--- config.mk ---
export PLATFORM = sky130hd
export DESIGN_NAME = pwp_walker
export DESIGN_NICKNAME = d
export VERILOG_FILES = /design/src/logic/pwp_pkg.sv /design/src/logic/pwp_level_check.sv /design/src/logic/pwp_perm_check.sv /design/src/logic/pwp_walker.sv
export SDC_FILE = /design/constraint.sdc
export NUM_CORES = 1
export LEC_CHECK = 0
export ABC_AREA = 0
export BUFFER_PORTS_ARGS = -buffer_cell sky130_fd_sc_hd__buf_4
export CORE_MARGIN = 3
export CORE_UTILIZATION = 25
export DETAILED_ROUTE_END_ITERATION = 16
export PLACE_DENSITY = 0.4
export SLEW_MARGIN = 20
export SYNTH_ARGS = -nofsm -noshare
export SYNTH_HDL_FRONTEND = slang
export SYNTH_SLANG_ARGS = --single-unit
--- constraint.sdc ---
create_clock -name clk_i -period 9.5 [get_ports clk_i]
set_input_delay 0.95 -clock clk_i [delete_from_list [all_inputs] [get_ports clk_i]]
set_output_delay 0.95 -clock clk_i [all_outputs]
set_load 0.005 [all_outputs]
--- src/logic/pwp_pkg.sv ---
// Shared constants for the page walk and protection check block.
// Assumes a single core clock and 8 KB pages with 8-byte table entries.
`default_nettype none

package pwp_pkg;

  // ****************************************************************
  // Page geometry
  // ****************************************************************
  localparam int PAGE_BITS = 13; // Byte-within-page bits
  localparam int ENTRY_SHIFT = 3; // 8 bytes per table entry
  localparam logic [2:0] ENTRY_ZERO = 3'h0;
  localparam int IDX_BITS = PAGE_BITS - ENTRY_SHIFT; // Index per level
  localparam int VA_SIZE = PAGE_BITS + 3 * IDX_BITS; // Implemented VA
  localparam int VPN_W = VA_SIZE - PAGE_BITS;
  localparam int ADDR_W = 64;
  localparam int PTE_W = 64;

  // ****************************************************************
  // Page table entry fields
  // ****************************************************************
  localparam int PTE_VALID = 0;
  localparam int PTE_GLOBAL = 4;
  localparam int PTE_KRE = 8;
  localparam int PTE_URE = 9;
  localparam int PTE_KWE = 12;
  localparam int PTE_UWE = 13;
  localparam int PFN_LO = 32;
  localparam int PFN_HI = 63;
  localparam int FRAME_W = PFN_HI - PFN_LO + 1;
  localparam int PA_W = FRAME_W + PAGE_BITS;

  // Packed permission nibble kept in the translation buffer
  localparam int PERM_KRE = 0;
  localparam int PERM_KWE = 1;
  localparam int PERM_URE = 2;
  localparam int PERM_UWE = 3;

  // ****************************************************************
  // Modes, segments, access kinds, walk states
  // ****************************************************************
  localparam logic MODE_USER = 1'h1;
  localparam logic MODE_KERNEL = 1'h0;
  localparam logic [1:0] KSEG_SEL = 2'h2; // Top two VA bits of kernel seg

  typedef enum logic [1:0] {
    KIND_LOAD,
    KIND_FETCH,
    KIND_STORE
  } pwp_kind_e;

  typedef enum logic [1:0] {
    ST_IDLE,
    ST_LEVEL1,
    ST_LEVEL2,
    ST_LEVEL3
  } pwp_state_e;

endpackage : pwp_pkg

`default_nettype wire

--- src/logic/pwp_level_check.sv ---
// Decision on a first- or second-level table entry during a walk.
// Assumes the entry has just been returned by physical memory.
`default_nettype none

module pwp_level_check (
  input wire logic [pwp_pkg::PTE_W-1:0] pte_i, // Entry read
  output logic walk_on_o, // Continue to next level
  output logic acv_o, // Access violation
  output logic tnv_o // Translation not valid
);
  import pwp_pkg::*;

  // ****************************************************************
  // Valid entries pass; protection bits are not looked at
  // ****************************************************************
  assign walk_on_o = pte_i[PTE_VALID];
  // An invalid entry without kernel read means no lower tables exist
  assign acv_o = !pte_i[PTE_VALID] && !pte_i[PTE_KRE];
  assign tnv_o = !pte_i[PTE_VALID] && pte_i[PTE_KRE];

endmodule : pwp_level_check

`default_nettype wire

--- src/logic/pwp_perm_check.sv ---
// Protection check of one page against the current mode and access.
// Assumes a packed permission nibble laid out as in pwp_pkg.
`default_nettype none

module pwp_perm_check (
  input wire logic user_i, // Current mode is user
  input wire logic write_i, // Access is a store
  input wire logic [3:0] perm_i, // {uwe, ure, kwe, kre}
  output logic acv_o // Access is illegal
);
  import pwp_pkg::*;

  // ****************************************************************
  // Mode-selected enable
  // ****************************************************************
  // Read and write enables are independent per mode
  logic rd_ok;
  logic wr_ok;
  assign rd_ok = user_i ? perm_i[PERM_URE] : perm_i[PERM_KRE];
  assign wr_ok = user_i ? perm_i[PERM_UWE] : perm_i[PERM_KWE];
  assign acv_o = write_i ? !wr_ok : !rd_ok;

endmodule : pwp_perm_check

`default_nettype wire

--- src/logic/pwp_walker.sv ---
// Page walk, protection check and tagged translation buffer.
// Assumes table memory answers on the core clock with a one-cycle ack.
//
// Behaviour
// Loads and instruction fetches check as reads; stores as writes.
// Mode input: 1 means user, 0 means kernel.
// User segment pages check read and write per mode independently.
// Kernel segment: kernel may read and write, user gets nothing.
// An illegal access for the mode and protection raises violation.
// Physical walk has three levels, starting at table base frame.
// Entry address is base frame times page size plus 8 times index.
// Physical address is final frame number joined with page offset.
// Valid upper-level entries: protection ignored, final entry decides.
// Invalid upper entry: violation if kernel read clear, else not valid.
// Non sign-extended virtual address raises violation before walking.
// Final entry: fault when mode's write or read enable is clear.
// Software aligns virtual table region and loads table pointer.
// Virtual mode: base ORed with shifted index, low three bits zero.
// Software makes valid upper entries grant kernel read.
// Context swap without tagging drops non-global translations.
// Invalidate-all and invalidate-non-global operations exist.
// Buffer never holds entries from invalid table entries.
// N tag bits: 2^N-3 process codes, one global, one invalid.
// Software keeps buffers consistent when processes move CPUs.
// Frame number comes from entry bits 63:32.
// User write enable is bit 13, kernel write enable bit 12.
// User read enable is bit 9, kernel read enable bit 8.
// Entry bit 0 is the valid flag.
// Buffer hit with matching tag or global checks without a walk.
`default_nettype none

module pwp_walker #(
  parameter int ENTRIES = 8, // Translation buffer entries
  parameter int TAG_W = 4 // Process tag width
) (
  input wire logic clk_i, // Core clock, 20 MHz
  input wire logic sys_rst_i, // Synchronous reset, active high
  input wire logic req_valid_i, // Access request
  input wire logic [pwp_pkg::ADDR_W-1:0] req_va_i, // Virtual address
  input wire pwp_pkg::pwp_kind_e req_kind_i, // Load, fetch or store
  input wire logic current_mode_field_i, // 1 user, 0 kernel
  input wire logic [pwp_pkg::FRAME_W-1:0] table_base_frame_reg_i, // L1
  input wire logic vpt_mode_i, // Fetch final entry virtually
  input wire logic [pwp_pkg::ADDR_W-1:0] virtual_table_base_i, // Pointer
  input wire logic tag_enable_i, // Process tags implemented
  input wire logic [TAG_W-1:0] process_tag_i, // Current process tag
  input wire logic ctx_swap_i, // Context swap pulse
  input wire logic inval_all_i, // Invalidate whole buffer pulse
  input wire logic inval_proc_i, // Invalidate non-global pulse
  output logic mem_req_o, // Table read request, held to ack
  output logic mem_virt_o, // Address is virtual
  output logic [pwp_pkg::ADDR_W-1:0] mem_addr_o, // Table entry address
  input wire logic mem_ack_i, // Read data valid
  input wire logic [pwp_pkg::PTE_W-1:0] mem_data_i, // Entry read
  output logic busy_o, // Walk in progress
  output logic done_o, // Result pulse
  output logic fault_acv_o, // Access violation with done
  output logic fault_tnv_o, // Translation not valid with done
  output logic tb_hit_o, // Result came from buffer
  output logic [pwp_pkg::PA_W-1:0] pa_o // Physical address with done
);
  import pwp_pkg::*;

  localparam int IDX_W = $clog2(ENTRIES);
  localparam logic [TAG_W-1:0] TAG_INVALID = {TAG_W{1'b1}};
  localparam logic [TAG_W-1:0] TAG_GLOBAL = TAG_INVALID - 1'b1;
  localparam logic [TAG_W-1:0] TAG_LIMIT = TAG_INVALID - 2'h2;

  // ****************************************************************
  // Request decode
  // ****************************************************************
  pwp_state_e state_ff;
  logic take;
  logic is_write;
  logic is_user;
  logic noncanon;
  logic kseg;
  logic [VPN_W-1:0] req_vpn;
  assign take = req_valid_i && state_ff == ST_IDLE;
  assign is_write = req_kind_i == KIND_STORE;
  assign is_user = current_mode_field_i == MODE_USER;
  // Bits above the implemented range must copy the top bit
  assign noncanon = req_va_i[ADDR_W-1:VA_SIZE]
                    != {(ADDR_W-VA_SIZE){req_va_i[VA_SIZE-1]}};
  assign kseg = req_va_i[VA_SIZE-1 -: 2] == KSEG_SEL;
  assign req_vpn = req_va_i[VA_SIZE-1:PAGE_BITS];

  // Without tagging every process shares code zero
  logic [TAG_W-1:0] cur_tag;
  logic tag_ok;
  assign cur_tag = tag_enable_i ? process_tag_i : '0;
  assign tag_ok = cur_tag < TAG_LIMIT;

  // ****************************************************************
  // Translation buffer storage and lookup
  // ****************************************************************
  logic [VPN_W-1:0] tb_vpn_ff [ENTRIES];
  logic [TAG_W-1:0] tb_tag_ff [ENTRIES];
  logic [FRAME_W-1:0] tb_frame_ff [ENTRIES];
  logic [3:0] tb_perm_ff [ENTRIES];
  logic [IDX_W-1:0] rr_ff;

  logic hit;
  logic [IDX_W-1:0] hit_idx;
  // Tag code alone marks an empty slot, so no separate valid bit
  always_comb begin
    hit = 1'b0;
    hit_idx = '0;
    for (int i = 0; i < ENTRIES; i++) begin
      if (tb_tag_ff[i] != TAG_INVALID && tb_vpn_ff[i] == req_vpn &&
          (tb_tag_ff[i] == TAG_GLOBAL || tb_tag_ff[i] == cur_tag)) begin
        hit = 1'b1;
        hit_idx = IDX_W'(i);
      end
    end
  end

  // ****************************************************************
  // Protection and level checks
  // ****************************************************************
  logic [ADDR_W-1:0] va_ff;
  logic write_ff;
  logic user_ff;
  logic hit_acv;
  logic l3_acv;
  logic lvl_on;
  logic lvl_acv;
  logic lvl_tnv;
  logic [3:0] l3_perm;
  assign l3_perm = {mem_data_i[PTE_UWE], mem_data_i[PTE_URE],
                    mem_data_i[PTE_KWE], mem_data_i[PTE_KRE]};

  // Cached permissions, current request
  pwp_perm_check u_hit_perm (
    .user_i(is_user),
    .write_i(is_write),
    .perm_i(tb_perm_ff[hit_idx]),
    .acv_o(hit_acv)
  );

  // Final-level entry, latched request
  pwp_perm_check u_l3_perm (
    .user_i(user_ff),
    .write_i(write_ff),
    .perm_i(l3_perm),
    .acv_o(l3_acv)
  );

  pwp_level_check u_lvl (
    .pte_i(mem_data_i),
    .walk_on_o(lvl_on),
    .acv_o(lvl_acv),
    .tnv_o(lvl_tnv)
  );

  // ****************************************************************
  // Table entry addresses
  // ****************************************************************
  logic [ADDR_W-1:0] l1_addr;
  logic [ADDR_W-1:0] vpt_or;
  logic [ADDR_W-1:0] vpt_addr;
  logic [IDX_BITS-1:0] next_idx;
  logic [ADDR_W-1:0] next_addr;
  // Frame times page size plus 8 times index is a plain concatenation
  assign l1_addr = ADDR_W'({table_base_frame_reg_i,
                            req_va_i[VA_SIZE-1 -: IDX_BITS],
                            ENTRY_ZERO});
  assign vpt_or = virtual_table_base_i
                  | ADDR_W'({req_vpn, ENTRY_ZERO});
  assign vpt_addr = {vpt_or[ADDR_W-1:ENTRY_SHIFT], ENTRY_ZERO};
  assign next_idx = state_ff == ST_LEVEL1
                    ? va_ff[VA_SIZE-IDX_BITS-1 -: IDX_BITS]
                    : va_ff[PAGE_BITS +: IDX_BITS];
  assign next_addr = ADDR_W'({mem_data_i[PFN_HI:PFN_LO], next_idx,
                              ENTRY_ZERO});

  // ****************************************************************
  // Completion decode
  // ****************************************************************
  logic fin;
  logic fin_acv;
  logic fin_tnv;
  logic fin_hit;
  logic [PA_W-1:0] fin_pa;
  logic [PA_W-1:0] pa_ff;
  logic fill_en;
  // Protection of the final entry is judged before its valid bit
  always_comb begin
    fin = 1'b0;
    fin_acv = 1'b0;
    fin_tnv = 1'b0;
    fin_hit = 1'b0;
    fin_pa = pa_ff;
    fill_en = 1'b0;
    unique case (state_ff)
      ST_IDLE: begin
        if (take && noncanon) begin
          fin = 1'b1;
          fin_acv = 1'b1;
        end else if (take && kseg) begin
          fin = 1'b1;
          fin_acv = is_user;
          fin_pa = req_va_i[PA_W-1:0];
        end else if (take && hit) begin
          fin = 1'b1;
          fin_hit = 1'b1;
          fin_acv = hit_acv;
          fin_pa = {tb_frame_ff[hit_idx], req_va_i[PAGE_BITS-1:0]};
        end
      end
      ST_LEVEL1, ST_LEVEL2: begin
        if (mem_ack_i && !lvl_on) begin
          fin = 1'b1;
          fin_acv = lvl_acv;
          fin_tnv = lvl_tnv;
        end
      end
      ST_LEVEL3: begin
        if (mem_ack_i) begin
          fin = 1'b1;
          fin_acv = l3_acv;
          fin_tnv = !l3_acv && !mem_data_i[PTE_VALID];
          fin_pa = {mem_data_i[PFN_HI:PFN_LO],
                    va_ff[PAGE_BITS-1:0]};
          // Only valid, permitted entries are remembered
          fill_en = !l3_acv && mem_data_i[PTE_VALID] && tag_ok;
        end
      end
    endcase
  end

  // ****************************************************************
  // Walk state
  // ****************************************************************
  always_ff @(posedge clk_i) begin
    if (sys_rst_i) begin
      state_ff <= ST_IDLE;
    end else begin
      unique case (state_ff)
        ST_IDLE: begin
          if (take && !fin) begin
            state_ff <= vpt_mode_i ? ST_LEVEL3 : ST_LEVEL1;
          end
        end
        ST_LEVEL1: begin
          if (mem_ack_i) begin
            state_ff <= lvl_on ? ST_LEVEL2 : ST_IDLE;
          end
        end
        ST_LEVEL2: begin
          if (mem_ack_i) begin
            state_ff <= lvl_on ? ST_LEVEL3 : ST_IDLE;
          end
        end
        ST_LEVEL3: begin
          if (mem_ack_i) begin
            state_ff <= ST_IDLE;
          end
        end
      endcase
    end
  end

  // Latched request for the length of a walk
  always_ff @(posedge clk_i) begin
    if (sys_rst_i) begin
      va_ff <= '0;
      write_ff <= 1'b0;
      user_ff <= 1'b0;
    end else if (take) begin
      va_ff <= req_va_i;
      write_ff <= is_write;
      user_ff <= is_user;
    end
  end

  // ****************************************************************
  // Table memory port
  // ****************************************************************
  logic mem_req_ff;
  logic mem_virt_ff;
  logic [ADDR_W-1:0] mem_addr_ff;
  always_ff @(posedge clk_i) begin
    if (sys_rst_i) begin
      mem_req_ff <= 1'b0;
      mem_virt_ff <= 1'b0;
      mem_addr_ff <= '0;
    end else if (take && !fin) begin
      mem_req_ff <= 1'b1;
      mem_virt_ff <= vpt_mode_i;
      mem_addr_ff <= vpt_mode_i ? vpt_addr : l1_addr;
    end else if (mem_ack_i && lvl_on &&
                 (state_ff == ST_LEVEL1 || state_ff == ST_LEVEL2)) begin
      mem_virt_ff <= 1'b0;
      mem_addr_ff <= next_addr;
    end else if (mem_ack_i) begin
      mem_req_ff <= 1'b0;
    end
  end

  // ****************************************************************
  // Results
  // ****************************************************************
  logic busy_ff;
  logic done_ff;
  logic acv_ff;
  logic tnv_ff;
  logic hit_ff;
  always_ff @(posedge clk_i) begin
    if (sys_rst_i) begin
      busy_ff <= 1'b0;
      done_ff <= 1'b0;
      acv_ff <= 1'b0;
      tnv_ff <= 1'b0;
      hit_ff <= 1'b0;
      pa_ff <= '0;
    end else begin
      busy_ff <= (take && !fin) || (busy_ff && !fin);
      done_ff <= fin;
      if (fin) begin
        acv_ff <= fin_acv;
        tnv_ff <= fin_tnv;
        hit_ff <= fin_hit;
        pa_ff <= fin_pa;
      end
    end
  end

  // ****************************************************************
  // Buffer maintenance
  // ****************************************************************
  // A fill in the same cycle as an invalidation survives it, so a
  // translation finished during a flush is not silently lost
  always_ff @(posedge clk_i) begin
    if (sys_rst_i) begin
      for (int i = 0; i < ENTRIES; i++) begin
        tb_tag_ff[i] <= TAG_INVALID;
        tb_vpn_ff[i] <= '0;
        tb_frame_ff[i] <= '0;
        tb_perm_ff[i] <= '0;
      end
    end else begin
      for (int i = 0; i < ENTRIES; i++) begin
        if (inval_all_i) begin
          tb_tag_ff[i] <= TAG_INVALID;
        end else if ((inval_proc_i || (ctx_swap_i && !tag_enable_i)) &&
                     tb_tag_ff[i] != TAG_GLOBAL) begin
          tb_tag_ff[i] <= TAG_INVALID;
        end
      end
      if (fill_en) begin
        tb_tag_ff[rr_ff] <= mem_data_i[PTE_GLOBAL] ? TAG_GLOBAL
                                                   : cur_tag;
        tb_vpn_ff[rr_ff] <= va_ff[VA_SIZE-1:PAGE_BITS];
        tb_frame_ff[rr_ff] <= mem_data_i[PFN_HI:PFN_LO];
        tb_perm_ff[rr_ff] <= l3_perm;
      end
    end
  end

  // Round-robin victim choice; cheap and fair enough for few entries
  always_ff @(posedge clk_i) begin
    if (sys_rst_i) begin
      rr_ff <= '0;
    end else if (fill_en) begin
      rr_ff <= rr_ff + 1'b1;
    end
  end

  assign mem_req_o = mem_req_ff;
  assign mem_virt_o = mem_virt_ff;
  assign mem_addr_o = mem_addr_ff;
  assign busy_o = busy_ff;
  assign done_o = done_ff;
  assign fault_acv_o = acv_ff;
  assign fault_tnv_o = tnv_ff;
  assign tb_hit_o = hit_ff;
  assign pa_o = pa_ff;

  logic any_valid;
  always_comb begin
    any_valid = 1'b0;
    for (int i = 0; i < ENTRIES; i++) begin
      if (tb_tag_ff[i] != TAG_INVALID) begin
        any_valid = 1'b1;
      end
    end
  end
endmodule : pwp_walker

`default_nettype wire

==> flow_summary.ini, run 1 <==
[status]
result_of_the_run = finished clean

[cts]
cts_root_buf = clkbuf_16
post_cts_repair_timing_setup_buffer_count = 0
tritoncts.num_buffers = 90
worstSkewPairLatency_ns = 0.69
cts.htree.levels = 3
clkTransAtPathRegs_ns = 0.06
cts-root-to-sink-buffers = 3
cts.repair.resized = 0
cts_hold_repair.buffers = 0
total_number_of_clock_tree_sinks = 723
cts_tree = built

[timing]
period_needed_ns = 5.42
grt_setup_unrepaired = false
clock-skew-final_ns = 0.0373
worst_slew_margin_rel = 0.164
report.final.setup_viol = 0
tightestPinTransition_ns = 1.24
timing_max_transition_violations_final = 0
whs_ns = 0.453
finalCritPeriodShare = 0.570
fin_setup_tns_ns = 0
fmaxAchievable_ghz = 0.185
timing.final.hold_violations = 0

[die]
die_w_um = 380
area_enclosed_by_the_die_boundary_sq_um = 145000
placeableCoreArea_sq_um = 138000
start_util = 0.253
floorplan.io_pins = 356
die_height_um = 380
placement_rows = 136

[drt]
first_pass_iters = 5
detailedRoute.firstIterationViolations = 1562
routed_wl_mm = 134
average_wire_length_per_cell_after_detail_routing_um = 25.4
drc_errors = 0
drtAntennaViolNets = 0
vias = 24600
avgViaCountPerCell = 4.67

[cells_and_area]
postLayoutCellArea_sq_um = 42100
drive_above_1_share = 0.175
final_cells = 5267
regArea_sq_um = 20100
multi_input_comb_area_sq_um = 14000
fillers = 14200
flow.area_growth_from_synthesis_pct = 20.1
fin_nets = 3566

[global_routing]
globalRoute.totalOverflow = 0
grt.total_usage = 0.180
grt_pass1_vias = 24300
global_route_wire_length_before_repair_mm = 188
grt_max_degree = 125
initial_antenna_violation_count = 5

[worst_setup_path]
worst-r2r-cell-count = 12
critPathMaxFanout = 38
critical_path_class = input port to flip-flop
critPathLaunch = req_va_i[28]
timing.critical_path.from_type = input port
endpoint = pa_o[13]
cp.required_ns = 10.09
reg2reg_slack_ns = 4.31
cp_data_arrival_time_ns = 6.00
worstPathCellList = buf_4 > xor2_1 > nor4_1 > nand4_1 > nor4_1 > o211ai_1 > a21o_1 > nand2_4 > buf_4 > o211ai_1 > a311oi_1 > a21oi_1 > a211oi_1
timing.critical_path.to_type = flip-flop
critical_path.reg2reg.startpoint = tb_vpn_ff[1][15]
worst_path_max_delay_cell = nor4_1
max_stage_delay_ns = 0.77
r2r-end = pa_o[13]

[power_and_ir_drop]
fin_total_pwr_uw = 8870
power_frac_comb = 0.173
power.switching_fraction = 0.296
power.leakage_uw = 0.0149
pwr-share-clk = 0.385
max-vdd-ir-drop_mv = 0.125
pwr_density_cell_nw_per_um2 = 211
p_sw_uw = 2620
cell_internal_pwr_uw = 6250
power.sequential.fraction = 0.442

[synth]
yosys_top_cell_by_area = edfxtp_1
seq_area_frac_synth = 0.573
post_synth.cell_area_avg_sq_um = 11.3
synth_largest_type_area_fraction = 0.480
fraction_of_synthesis_flops_using_an_asynchronous_set_or_reset_pin = 0
synth-seq-cells = 723
post_synth_inst_count = 3103
yosys_warnings = 0
synth_most_common_cell = edfxtp_1
syn-cell-area_sq_um = 35000
yosysUniqueCellTypes = 81
post_synth_most_frequent_cells = edfxtp_1, and2_1, nor2_1, nand2_1, xnor2_1
ys.flop_type = edfxtp_1
synth-edff-count = 560
synth.top_cells.by_area = edfxtp_1, and2_1, dfxtp_1, xnor2_1, mux2i_1

[placement]
numPortBuffers = 323
routabilityCongestion = 0.766
place_inst = 5091
post-dp-hpwl_mm = 79.9
placed_cell_area_sq_um = 39100

[job]
max_cap_violations = 0

[min_path]
hold_path_class = flip-flop to flip-flop
## critical path: cells and delay by family
family                    cells  cell delay [ns]
AOI/OAI and AO/OA             6             1.63
and+or+nand+nor               4             2.30
buffers and inverters         2             0.95
xor gates and xnor gates      1             0.12
## logic make-up after synthesis
logic type	Yosys count	share of synthesized area
AO/OA/AOI/OAI	416	0.0848
XOR/XNOR	260	0.0650
adder cells (fa/ha/maj)	6	0.00214
buffers and inverters	247	0.0316
flip-flops	723	0.573
multiplexers	165	0.0498
other	1	0.000107
AND/OR/NAND/NOR	1285	0.193
## metrics by stage
stage / util / setup WS, ns
3_3_place_gp: 0.283 / 3.36
3_5_place_dp: 0.283 / 3.31
2_1_floorplan: - / 5.32
5_1_grt: 0.304 / 3.91
4_1_cts: 0.304 / 4.05
6_report: 0.304 / 4.08
## cells in the final DEF (no fill, tap or decap), drive strengths merged, types with 4 or more instances in the layout
cell | netlist | final
o21ai | 7 | 7
and3 | 4 | 4
nand4 | 59 | 59
and2 | 530 | 530
nand3b | 8 | 8
o21a | 5 | 5
buf | 97 | 355
xnor2 | 193 | 193
nor2b | 23 | 23
diode | 0 | 7
mux2i | 101 | 101
a211o | 31 | 31
o2111ai | 4 | 4
clkbuf | 136 | 139
nand2 | 250 | 250
nand3 | 57 | 57
a211oi | 73 | 73
o211ai | 32 | 32
nand2b | 9 | 9
a311oi | 65 | 65
xor2 | 67 | 67
a21oi | 149 | 149
nor2 | 254 | 254
a31oi | 4 | 4
inv | 14 | 18
ha | 6 | 6
or2 | 11 | 11
o22ai | 7 | 7
edfxtp | 560 | 560
o311ai | 5 | 5
or4 | 11 | 11
clkinv | 0 | 22
dfxtp | 163 | 163
nor4 | 33 | 33
mux2 | 63 | 63
nor3 | 22 | 22
## state kept, by name, summed over array words and instances (netlist names)
| signal | flops |
|---|---|
| tb_tag_ff | 32 |
| pa_o | 45 |
| va_ff | 43 |
| done_o | 1 |
| fault_acv_o | 1 |
| tb_frame_ff | 256 |
| write_ff | 1 |
| tb_vpn_ff | 240 |
| tb_perm_ff | 32 |
| mem_req_o | 1 |
| state_ff | 2 |
| tb_hit_o | 1 |
| busy_o | 1 |
| user_ff | 1 |
| fault_tnv_o | 1 |
| rr_ff | 3 |
| mem_addr_o | 61 |
| mem_virt_o | 1 |
## layer usage
metal / global-route usage / share of wire / up-vias
li1: - / - / 11500
met1: 0.247 / 0.46 / 12300
met2: 0.293 / 0.47 / 610
met3: 0.0306 / 0.047 / 142
met4: 0.0488 / 0.026 / 2
met5: 0 / 0.000097 / -
## power groups by stage
stage	registers [uW]	logic, uW	clock network [uW]
finish	3920	1540	3410
global route	3950	1690	3630
CTS	3930	1570	3510
detailed placement	3990	1560	0
global placement	3990	1560	0
floorplan	3880	810	0
## cell type report
class | count | share of cell area
Inverter | 14 | 0.00125
Tap cell | 1863 | 0.0554
Sequential cell | 723 | 0.477
Clock inverter | 31 | 0.00601
Timing Repair Buffer | 356 | 0.0646
Clock buffer | 138 | 0.0629
Antenna cell | 7 | 0.000416
Multi-Input combinational cell | 2135 | 0.332
## worst min-delay path by stage
stage	from	slack (ns)	endpoint	cells after the start
finish	va_ff[6]	0.45	va_ff[6]	2
global route	va_ff[5]	0.47	va_ff[5]	2
CTS	va_ff[6]	0.45	va_ff[6]	2
detailed placement	va_ff[6]	0.45	va_ff[6]	2
global placement	va_ff[1]	0.44	va_ff[1]	2
floorplan	va_ff[0]	0.44	va_ff[0]	2
No activity file was read; power rests on OpenSTA's default activity.
==> run 2, diff against run 1 <==
Settings changed: PLACE_DENSITY 0.4 to 0.42.
Clock period 9.5 ns to 4.5 ns, I/O delays scaled along.
==> run 2 against run 1 <==
  * Global-route usage fell by 0.13 points
  * Worst setup slack got worse by 3.4 ns
  * Non-clock buffer count rose by 157
  * Sequential power rose by 110%
  * Register-to-register slack got worse by 3.7 ns
  * Cell count rose by 2.7%
  * Power rose by 110%
  * Sequential cell count did not move
  * First-iteration DRC count rose by 16%
  * Critical path depth rose by 2
  * Largest cell class unchanged
  * Largest power group unchanged
  * Highest routed layer unchanged
==> flow_summary.ini, run 2 (synthesis results as in run 1) <==
[status]
result_of_the_run = finished clean

[timing]
report.final.setup_viol = 0
whs_ns = 0.0728
clock-skew-final_ns = 0.0222
period_needed_ns = 3.86
timing_max_transition_violations_final = 0
timing.final.hold_violations = 0
finalCritPeriodShare = 0.858
worst_slew_margin_rel = 0.240
fin_setup_tns_ns = 0
tightestPinTransition_ns = 1.14
grt_setup_unrepaired = false
fmaxAchievable_ghz = 0.259

[cells_and_area]
fin_nets = 3724
max_ffs_per_register = 256
postLayoutCellArea_sq_um = 43600
fillers = 14100
most-common-layout-cells = edfxtp_1, and2_1, buf_4
layout.cells.most_common = edfxtp_1
number_of_diodes_added_for_antenna_fixing = 0
flow.area_growth_from_synthesis_pct = 24.3
drive_above_1_share = 0.202
top_register = tb_frame_ff

[cts]
cts.htree.levels = 3
clkTransAtPathRegs_ns = 0.06
cts_root_buf = clkbuf_16
tritoncts.num_buffers = 91
total_number_of_clock_tree_sinks = 723
cts.repair.resized = 0
worstSkewPairLatency_ns = 0.68
cts-root-to-sink-buffers = 3
cts_tree = built

[power_and_ir_drop]
pwr_density_cell_nw_per_um2 = 433
fin_total_pwr_uw = 18800
max-vdd-ir-drop_mv = 0.267
power.leakage_uw = 0.0158

[global_routing]
initial_antenna_violation_count = 5
globalRoute.totalOverflow = 0
grt.total_usage = 0.179
grt_pass1_vias = 24700
grt_max_degree = 72
global_route_wire_length_before_repair_mm = 188

[die]
die_w_um = 380
die_height_um = 380
placement_rows = 136
start_util = 0.253
area_enclosed_by_the_die_boundary_sq_um = 145000
floorplan.io_pins = 356
placeableCoreArea_sq_um = 138000

[worst_setup_path]
timing.critical_path.from_type = flip-flop
worstPathCellList = xor2_1 > nor4_1 > buf_4 > nand4_1 > buf_4 > or4_1 > nand4_4 > buf_12 > buf_4 > buf_4 > mux2i_1 > a211o_1 > a311oi_1 > a21oi_1 > a211oi_1
timing.critical_path.to_type = flip-flop
critical_path.most_common_cell = buf_4
cp.required_ns = 5.08
critPathMaxFanout = 20
worst_path_max_delay_cell = or4_1
critical_path_class = flip-flop to flip-flop
cp_data_arrival_time_ns = 4.44
critical_path.reg2reg.startpoint = tb_vpn_ff[7][6]
max_stage_delay_ns = 0.56
critPathLaunch = tb_vpn_ff[7][6]

[drt]
avgViaCountPerCell = 4.66
average_wire_length_per_cell_after_detail_routing_um = 24.6
detailedRoute.firstIterationViolations = 1807
drc_errors = 0
first_pass_iters = 7
drtAntennaViolNets = 0
routed_wl_mm = 133
vias = 25200

[placement]
routabilityCongestion = 0.772
placed_cell_area_sq_um = 40400
numPortBuffers = 323
post-dp-hpwl_mm = 85.1

[job]
max_cap_violations = 0

[min_path]
hold_start = virtual_table_base_i[62]
hold_path_class = input port to flip-flop
[run 2: critical path: cells and delay by family, from the launching register on]
| family | cells | cell delay [ns] |
|---|---|---|
| buffers and inverters | 5 | 0.98 |
| and+or+nand+nor | 4 | 1.21 |
| muxes | 1 | 0.07 |
| AOI/OAI and AO/OA | 4 | 0.94 |
| xor gates and xnor gates | 1 | 0.15 |
| DFF | 1 | 0.37 |
[run 2: per-layer routing]
metal  part of all wire  track usage
met4              0.024       0.0461
met5            0.00017            0
met1               0.45        0.243
met3              0.047       0.0292
met2               0.48        0.296
[run 2: final cells by class]
cell class	instances	area, sq um	share of cell area
Clock inverter	26	169	0.00388
Inverter	14	52.6	0.00121
Sequential cell	723	20100	0.461
Timing Repair Buffer	513	4270	0.0981
Tap cell	1863	2330	0.0535
Multi-Input combinational cell	2135	14000	0.321
Clock buffer	136	2680	0.0615
[run 2: power breakdown]
group | switching (uW) | internal, uW | leakage (uW)
Combinational | 2030 | 1430 | 0.00734
Sequential | 537 | 7750 | 0.00703
Clock | 2960 | 4140 | 0.00139
Total | 5520 | 13300 | 0.0158
[run 2: timing repair]
item | 4_1_cts | 5_1_grt
hold buffers | 31 | 0
setup buffers | 0 | 0
endpoints found under the hold margin | 31 | 0
[run 2: final timing paths]
kind,depth (start not counted),slack [ns],to
min,3,0.07,mem_addr_o[62]
max reg2reg,15,0.64,pa_o[34]
max,15,0.64,pa_o[34]
min reg2reg,2,0.46,va_ff[8]
[run 2: stage by stage]
stage,cells,utilization,setup WS [ns]
final,5410,0.315,0.639
after floorplan,3105,-,0.821
after CTS,5410,0.315,0.570
after global routing,5410,0.315,0.366
after global placement,5216,0.292,0.249
after detailed placement,5217,0.292,0.215
